==> src/shared/sipo_regs.svh <==
// constants and functional notes for the serial-in parallel-out driver register
//==============================================================
// Functional notes
// - 8-bit shift register feeds storage register
// - shift_clock rise shifts in serial_in
// - latch_clock rise copies shift into storage
// - storage reaches outputs only while clear_n high
// - clear_n low clears every register
// - controller clears device at initialization
// - output_enable_n high forces all outputs off
// - output_enable_n low: outputs follow storage
// - high bit turns its drain switch on
// - controller may PWM output_enable_n for dimming
// - serial_out presents data leaving shift register
// - chain serial_out to next serial_in
// - controller presents one bit per shift_clock
// - two devices: sixteen shifts, then latch
// - stored one turns load on, zero off
`ifndef SIPO_REGS_SVH
`define SIPO_REGS_SVH
`define SIPO_WIDTH 8
`define SIPO_RESET_VAL 8'h00
`define SIPO_LINK_PERIOD_NS 125
`define SIPO_CLK_PERIOD_NS 8
// half period of the generated link clock, rounded down, at least one
`define SIPO_HALF_CYC ((`SIPO_LINK_PERIOD_NS / `SIPO_CLK_PERIOD_NS) / 2)
`endif

==> src/shared/sipo_pkg.sv <==
// types shared by both ends of the driver register link
`default_nettype none
package sipo_pkg;
  typedef enum logic [1:0]
  {
    SIPO_IDLE = 2'b00,
    SIPO_SHIFT = 2'b01,
    SIPO_LATCH = 2'b11,
    SIPO_DONE = 2'b10
  } sipo_state_e;
endpackage : sipo_pkg
`default_nettype wire

==> src/shared/sipo_if.sv <==
// pin-level link between controller and driver register
`timescale 1ns/1ps
`default_nettype none
interface sipo_if;
  logic shift_clock;
  logic latch_clock;
  logic serial_in;
  logic serial_out;
  logic clear_n;
  logic output_enable_n;
  modport ctrl
  (
    output shift_clock,
    output latch_clock,
    output serial_in,
    output clear_n,
    output output_enable_n,
    input serial_out
  );
  modport dev
  (
    input shift_clock,
    input latch_clock,
    input serial_in,
    input clear_n,
    input output_enable_n,
    output serial_out
  );
endinterface : sipo_if
`default_nettype wire

==> src/hdl/sipo_ctrl.sv <==
// controller end: sends a frame of bits then pulses the latch clock
`timescale 1ns/1ps
`default_nettype none
`include "sipo_regs.svh"
module sipo_ctrl
  import sipo_pkg::*;
#(
  parameter int NBITS = 2 * `SIPO_WIDTH,
  parameter int HALF = `SIPO_HALF_CYC
)
(
  input wire logic clk,
  input wire logic rst_b,
  sipo_if.ctrl link,
  input wire logic [NBITS-1:0] in_data,
  input wire logic in_valid,
  output logic in_ready,
  input wire logic clear_req,
  input wire logic dim_n,
  output logic busy
);
  //==============================================================
  // elaboration checks; the counters are eight bits wide and the
  // shifter needs at least two bits
  if (NBITS < 2 || NBITS > 255)
  begin : g_bad_nbits
    $error("NBITS must be 2..255");
  end
  if (HALF < 1 || HALF > 255)
  begin : g_bad_half
    $error("HALF must be 1..255");
  end
  //==============================================================
  // state: two-entry buffer plus serialiser
  typedef struct packed {
    // frame buffer
    logic [1:0][NBITS-1:0] buf_w;
    logic wp;
    logic rp;
    logic [1:0] cnt;
    // serialiser
    sipo_state_e fsm;
    logic [NBITS-1:0] sh;
    logic [7:0] bits;
    logic [7:0] tmr;
    logic phase;
    // link pins, straight from flops so the far end sees no glitch
    logic sck;
    logic lck;
    logic sin;
    logic clr_n;
    logic oe_n;
  } sipo_ctrl_s;
  sipo_ctrl_s st_q, st_d;
  logic push;
  logic pop;
  logic tick;
  logic last_bit;
  logic [NBITS-1:0] head;
  //==============================================================
  // helpers
  // eight-bit step shared by the half-period timer and the bit count
  function automatic logic [7:0] step8(input logic [7:0] v);
    return v + 8'h01;
  endfunction : step8
  //==============================================================
  // buffer handshake
  // in_ready is combinational so a sender can push back to back
  assign in_ready = (st_q.cnt != 2'h2);
  assign push = in_valid && in_ready;
  // no frame starts while the far end is held in clear
  assign pop = (st_q.fsm == SIPO_IDLE) && (st_q.cnt != 2'h0) && st_q.clr_n;
  assign head = st_q.buf_w[st_q.rp];
  //==============================================================
  // half-period timing
  assign tick = (st_q.tmr == 8'(HALF - 1));
  assign last_bit = (st_q.bits == 8'(NBITS - 1));
  //==============================================================
  // next state
  always_comb
  begin
    st_d = st_q;
    // enable and clear are registered so the pins change on a clock
    st_d.oe_n = dim_n;
    st_d.clr_n = !clear_req;
    if (tick)
    begin
      st_d.tmr = 8'h00;
    end
    else
    begin
      st_d.tmr = step8(st_q.tmr);
    end
    // two-entry buffer: a stalled serialiser loses no frame
    if (push)
    begin
      st_d.buf_w[st_q.wp] = in_data;
      st_d.wp = !st_q.wp;
    end
    if (pop)
    begin
      st_d.rp = !st_q.rp;
    end
    st_d.cnt = st_q.cnt + 2'(push) - 2'(pop);
    case (st_q.fsm)
      SIPO_IDLE:
      begin
        st_d.sck = 1'b0;
        st_d.lck = 1'b0;
        // load the head frame; the timer restarts so that the first
        // half period is a full one
        if (pop)
        begin
          st_d.sh = head;
          st_d.bits = 8'h00;
          st_d.phase = 1'b0;
          st_d.tmr = 8'h00;
          st_d.fsm = SIPO_SHIFT;
        end
      end
      SIPO_SHIFT:
      begin
        if (tick)
        begin
          if (!st_q.phase)
          begin
            // first half: the next bit goes out while the clock is low
            st_d.sin = st_q.sh[NBITS-1];
            st_d.sck = 1'b0;
            st_d.phase = 1'b1;
          end
          else
          begin
            // second half: the bit has stood a full half period
            st_d.sck = 1'b1;
            st_d.sh = {st_q.sh[NBITS-2:0], 1'b0};
            st_d.bits = step8(st_q.bits);
            st_d.phase = 1'b0;
            if (last_bit)
            begin
              st_d.fsm = SIPO_LATCH;
            end
          end
        end
      end
      SIPO_LATCH:
      begin
        // the last shift pulse keeps its full width, then one latch
        // pulse a half period wide
        if (tick)
        begin
          st_d.sck = 1'b0;
          if (!st_q.phase)
          begin
            st_d.lck = 1'b1;
            st_d.phase = 1'b1;
          end
          else
          begin
            st_d.lck = 1'b0;
            st_d.phase = 1'b0;
            st_d.fsm = SIPO_DONE;
          end
        end
      end
      SIPO_DONE:
      begin
        // a quiet half period before the next frame may start
        st_d.sck = 1'b0;
        st_d.lck = 1'b0;
        if (tick)
        begin
          st_d.fsm = SIPO_IDLE;
        end
      end
      default:
      begin
        // a code outside the four states: back to idle with the clocks low
        st_d.sck = 1'b0;
        st_d.lck = 1'b0;
        st_d.fsm = SIPO_IDLE;
      end
    endcase
  end
  //==============================================================
  // registers
  always_ff @(posedge clk or negedge rst_b)
  begin
    if (!rst_b)
    begin
      // outputs start off and clear_n starts low: the far end stays
      // cleared until the first clock after reset
      st_q <= '0;
      st_q.oe_n <= 1'b1;
    end
    else
    begin
      st_q <= st_d;
    end
  end
  //==============================================================
  // link pins
  assign link.shift_clock = st_q.sck;
  assign link.latch_clock = st_q.lck;
  assign link.serial_in = st_q.sin;
  assign link.clear_n = st_q.clr_n;
  assign link.output_enable_n = st_q.oe_n;
  //==============================================================
  // status
  // busy covers buffered frames too, so a caller can wait for the
  // link to drain before touching clear_req or dim_n
  assign busy = (st_q.fsm != SIPO_IDLE) || (st_q.cnt != 2'h0);
endmodule : sipo_ctrl
`default_nettype wire

==> src/flat_wrapper.sv <==
// flat-port wrapper written by rule: the top's interface ports become plain ports
module sipo_ctrl_flat import sipo_pkg::*;
#(
  parameter int NBITS = 2 * `SIPO_WIDTH,
  parameter int HALF = `SIPO_HALF_CYC
)
  (clk, rst_b, in_data, in_valid, in_ready, clear_req, dim_n, busy, link_shift_clock, link_latch_clock, link_serial_in, link_clear_n, link_output_enable_n, link_serial_out);
  sipo_if link_i ();
  input wire logic clk;
  input wire logic rst_b;
  input wire logic [NBITS-1:0] in_data;
  input wire logic in_valid;
  output logic in_ready;
  input wire logic clear_req;
  input wire logic dim_n;
  output logic busy;
  output wire logic [$bits(link_i.shift_clock)-1:0] link_shift_clock;
  output wire logic [$bits(link_i.latch_clock)-1:0] link_latch_clock;
  output wire logic [$bits(link_i.serial_in)-1:0] link_serial_in;
  output wire logic [$bits(link_i.clear_n)-1:0] link_clear_n;
  output wire logic [$bits(link_i.output_enable_n)-1:0] link_output_enable_n;
  input wire logic [$bits(link_i.serial_out)-1:0] link_serial_out;
  assign link_shift_clock = link_i.shift_clock;
  assign link_latch_clock = link_i.latch_clock;
  assign link_serial_in = link_i.serial_in;
  assign link_clear_n = link_i.clear_n;
  assign link_output_enable_n = link_i.output_enable_n;
  assign link_i.serial_out = link_serial_out;
  sipo_ctrl #(.NBITS(NBITS), .HALF(HALF)) u_core (.clk(clk), .rst_b(rst_b), .link(link_i), .in_data(in_data), .in_valid(in_valid), .in_ready(in_ready), .clear_req(clear_req), .dim_n(dim_n), .busy(busy));
endmodule
==> config.mk <==
export PLATFORM = sky130hd
export DESIGN_NAME = sipo_ctrl_flat
export DESIGN_NICKNAME = d
export VERILOG_FILES = /design/src/shared/sipo_pkg.sv /design/src/shared/sipo_if.sv /design/src/hdl/sipo_ctrl.sv /design/src/flat_wrapper.sv
export VERILOG_INCLUDE_DIRS = /design/src /design/src/shared
export SDC_FILE = /design/constraint.sdc
export NUM_CORES = 1
export LEC_CHECK = 0
export ABC_AREA = 1
export BUFFER_PORTS_ARGS = -buffer_cell sky130_fd_sc_hd__buf_2
export CAP_MARGIN = 0
export CORE_MARGIN = 3
export CORE_UTILIZATION = 27
export CTS_BUF_LIST = sky130_fd_sc_hd__clkbuf_8
export CTS_CLUSTER_DIAMETER = 60
export CTS_CLUSTER_SIZE = 8
export DETAILED_ROUTE_END_ITERATION = 10
export PLACE_DENSITY = 0.45
export SYNTH_ARGS = -nofsm -noshare
export SYNTH_HDL_FRONTEND = slang
export SYNTH_SLANG_ARGS = --single-unit
==> constraint.sdc <==
create_clock -name clk -period 1.8 [get_ports clk]
set_clock_uncertainty 0.1 [all_clocks]
set_input_delay 0.18 -clock clk [delete_from_list [all_inputs] [get_ports clk]]
set_output_delay 0.18 -clock clk [all_outputs]
set_load 0.01 [all_outputs]
; After elaboration in Yosys (flattened, before gate mapping)
; Cells that the tools add are included.
[word_totals]
regBits = 76
inputBits = 22
output_inout_bits = 7
word_cells = 80
[classes]
addsub = 4
n_lt_le_gt_ge = 3
n_eq_ne = 13
n_mux = 23
bitwise_logic = 1
reduce_logical = 21
[ops]
columns = operator, n
row1 = two-way mux 26 bit, 2
row2 = two-way mux 16 bit, 3
row3 = one-hot mux 24 bit (2 select lines), 1
row4 = two-way mux 35 bit, 1
row5 = bitwise mux 32 bit, 1
row6 = adder 8 x 1 -> 8 bit (second input constant), 2
row7 = demux 16 bit (select 1 bit), 1
row8 = two-way mux 8 bit, 2
row9 = != test 2 x 1 -> 1 bit (second input constant), 7
row10 = two-way mux 2 bit, 6
row11 = equality test 8 x 3 -> 1 bit (second input constant), 1
row12 = equality test 8 x 4 -> 1 bit (second input constant), 1
row13 = one-hot mux 2 bit (4 select lines), 1
row14 = AND reduction 4 bit, 2
row15 = nonzero test 2 bit, 4
row16 = AND reduction 7 bit, 1
row17 = one-hot mux 1 bit (3 select lines), 2
row18 = equality test 2 bit (second input constant), 2
row19 = logical AND 1 bit, 4
row20 = < comparator 1 x 2 -> 1 bit (second input constant), 2
row21 = AND reduction 2 bit, 2
row22 = logical NOT 1 bit, 3
row23 = two-way mux 3 bit, 1
row24 = AND reduction 3 bit, 1
row25 = other kinds (12), 12

; Longest topological paths before layout
[logic_depth]
depth_word = 5
mapped_depth = 11
mapped_depth_nobuf = 10

; Worst setup path before layout
; Ideal clock, no wire load.
[synth_timing]
path_kind = flip-flop to flip-flop
startpoint = register u_core.st_q[6] (netlist bit)
endpoint = register u_core.st_q[19] (netlist bit)
setup_ns = 0.123
arrival_time_ns = 1.307
t_required_ns = 1.577
path_slack_ns = 0.270
path_stages_with_launch = 11
n_path_buf = 1
synth_period_minus_slack_ns = 1.530
path_cell_list = dfrtp_1 > inv_1 > ha_1 > nand2_1 > nor2_1 > nand3_2 > nand2_4 > nand2_4 > buf_6 > nand2_1 > o21ai_1
[synth_via]
elab_chain_cells = 3
[synth_lines]
columns = element, line_no
row1 = start: declaration, sipo_ctrl.sv:54  ; sipo_ctrl_s st_q, st_d;
row2 = start signal: assignment, sipo_ctrl.sv:198  ; st_q <= st_d;
row3 = equality test 8 x 3 -> 1 bit, sipo_ctrl.sv:76  ; assign tick = (st_q.tmr == 8'(HALF - 1));
row4 = != test 2 x 1 -> 1 bit (no source line), n/a
row5 = AND reduction 4 bit (no source line), n/a
; No other way between the ends.
; A chain may end at the register's enable or synchronous reset.

; Final worst setup path
[layout_timing]
startpoint = register u_core.st_q[6] (netlist bit)
endpoint = register u_core.st_q[36] (netlist bit)
; Same word-level chain as after synthesis.

==> flow_summary.ini <==
[logic_synthesis]
syn_area_um2 = 3764
yosysTopAreaCellShare_pct = 49.87
yosysWarnings = 0
ys_seq_elements = 76
avgSynthCellArea_um2 = 8.814
syn_nets = 453
ys_types = 35
yosys-top-cells-area = dfrtp_1 (50%), nand2_1 (15%), o21ai_2 (7.0%)
synthCells = 427
synth_top_cell_by_area = dfrtp_1
ys_seq_area_share_pct = 50.57

[sta]
fmax_ghz = 0.5907
slew_violations = 0
hold_viol = 0
hold_ws_ns = 0.2633
setup_viol = 0
worst_slew_pin_slew_ns = 0.4237
min_period_over_period_pct = 94.06
fin_tns_setup_ns = 0
timing.slew.headroom_pct = 71.75
fin_crit_ns = 1.693

[setup_path]
slowest_delay_ns = 0.42
timing.rr.end = u_core.st_q[36]
r2r_cells = 10
r2r_start = u_core.st_q[6]
reg2reg_slack_ns = 0.11
critPathBufInv = 2
cpLargestDelayFamily = simple AND/OR/NAND/NOR gates
path_max_fanout = 7
crit_cells = 10
crit_slowest_cell = dfrtp_1
worst_ep_arrival_time_ns = 1.86
cp.required_ns = 1.96
worstSetupPathType = register to register
start_kind = register
crit_chain = inv_2 -> ha_2 -> nand2_2 -> nor2_4 -> nand3_2 -> nand2_4 -> nand2_8 -> clkbuf_16 -> nand2_1 -> o21ai_2
critPathCaptureType = register

[placement]
dp_cells = 619
dpl.hpwl_um = 4773
globalplace.congestion = 0.7917
portBuffers = 27

[min_path]
holdCritPathClass = input port to asynchronous set/reset pin

[global_route]
grt_pass1_vias = 2751
use_met3_pct = 2.725
track_usage_pct = 11.16
grt_pass1_wl_um = 13170
grt_antenna_before_repair = 0
grt.overflow.total = 0
grt_max_degree = 77
met2_usage_pct = 17.80
top_usage_layer = met2
grt_use_met1_pct = 13.87

[die]
ios = 29
fp.coreArea_um2 = 13450
placementRows = 42
die_h_um = 124.1
start_util_pct = 27.98
die_w_um = 124.1
die-area_um2 = 15390

[clock_tree]
cts_tree = done
clock_path_buffers = 2
insertion_delay_ns = 0.37
cts.sink_count = 76
htree_num_levels = 3
path_clk_slew_ns = 0.09
cts_inserted_buffers = 9
cts_root_buf = clkbuf_8

[route]
wl_um = 8254
ant_nets = 0
drt_iter0_markers = 136
num_vias = 2862
drt_drc_violations_left = 0
wl_per_cell_um = 12.43
drt-vias-per-instance = 4.310
drtPass1Iterations = 4

[power]
power.total_uw = 7251
seq_power_share_pct = 37.4
max-vdd-ir-drop_uv = 567.3
power.density_nw_per_um2 = 1555
clkPwrFrac_pct = 18.5
p_sw_share_pct = 40.85
p_leak_uw = 0.002231
p_sw_uw = 2962
p_int_uw = 4289
pwr-share-comb_pct = 44.1

[finish]
fin_util_pct = 34.66
instances_no_fill = 664
multi_input_area_um2 = 1607
syn2layout_area_growth_pct = 23.90
layout_commonest_cell = nand2_1
fin_nets = 509
n_fill_cell = 1445
register_area_um2 = 1903
mostFrequentLayoutCells = nand2_1 (145), dfrtp_1 (75), o21ai_2 (31)
drive_above_1_share_pct = 26.84
diodes = 0

[run_status]
status = finished clean

[job]
maxCapViolCount = 0
[worst max-delay path by stage]
stage	from	endpoint	slack [ns]
finish	u_core.st_q[6]	u_core.st_q[36]	0.11
global placement	u_core.st_q[6]	u_core.st_q[22]	0.10
detailed placement	u_core.st_q[6]	u_core.st_q[25]	0.09
CTS	u_core.st_q[6]	u_core.st_q[30]	0.08
global route	u_core.st_q[6]	u_core.st_q[18]	-0.006
floorplan	u_core.st_q[6]	u_core.st_q[19]	0.27
[routing by layer]
metal | part of all wire, % | vias up | routed length, um
li1 | - | 1468 | -
met3 | 3.8 | 18 | 316
met2 | 46 | 49 | 3816
met5 | 0 | - | 0
met1 | 47 | 1327 | 3889
met4 | 2.8 | 0 | 232
[synthesized netlist by cell type, drive strengths merged]
cell type	n
a31oi	2
nor3	6
ha	4
a21oi	2
a21boi	15
nor2	26
nand4	2
buf	15
o21ai	57
nand2	158
nand3b	1
inv	36
or2	3
o31ai	1
nand3	11
dfstp	1
dfrtp	75
clkbuf	3
xor2	5
nor4	1
xnor2	3
[cell families (layout without fill, tap and decap cells)]
group	Yosys count	after routing	synth area share, %
flops	76	76	50.57
fa+ha+maj	4	4	1.330
xor+xnor	8	8	1.862
compound gates	77	77	14.96
simple gates	208	208	23.54
buf+inv	54	115	7.746
[area by class of cell]
type                       count  area share (%)
sequential                    76           40.81
multi-input combinational    297           34.45
timing repair buffer          63           12.69
tap                          176           4.722
inverter                      36           3.005
clock buffer                   9           2.656
clock inverter                 7           1.664
[sequential cells by signal, indices dropped and copies added (netlist names)]
name / flops
u_core.st_q: 71
u_core.link.clear_n: 1
u_core.link.latch_clock: 1
u_core.link.output_enable_n: 1
u_core.link.serial_in: 1
u_core.link.shift_clock: 1
[tightest hold or removal path, cell delays in order]
cell	delay, ns
dlygate4sd3_1	0.53
buf_4	0.12
buf_12	0.32
[stage by stage]
stage	cell area (um^2)	worst slack, ns
floorplan	3764	0.2697
global placement	4085	0.1049
detailed placement	4085	0.08986
CTS	4487	0.07791
global route	4663	-0.006226
finish	4663	0.1070
[repair_timing]
item	in CTS	in global routing
endpoints found under the hold margin	106	0
hold buffers	20	0
setup endpoints to repair	0	24
gates resized for setup	0	13
setup buffers	0	3
[power by group through the flow]
stage	combinational (uW)	sequential, uW	clock (uW)
floorplan	2200	2640	0
global placement	2660	2710	0
detailed placement	2700	2720	0
CTS	2740	2700	1410
global route	3610	2790	1490
finish	3200	2710	1340
Power figures use the tool's default switching activity.
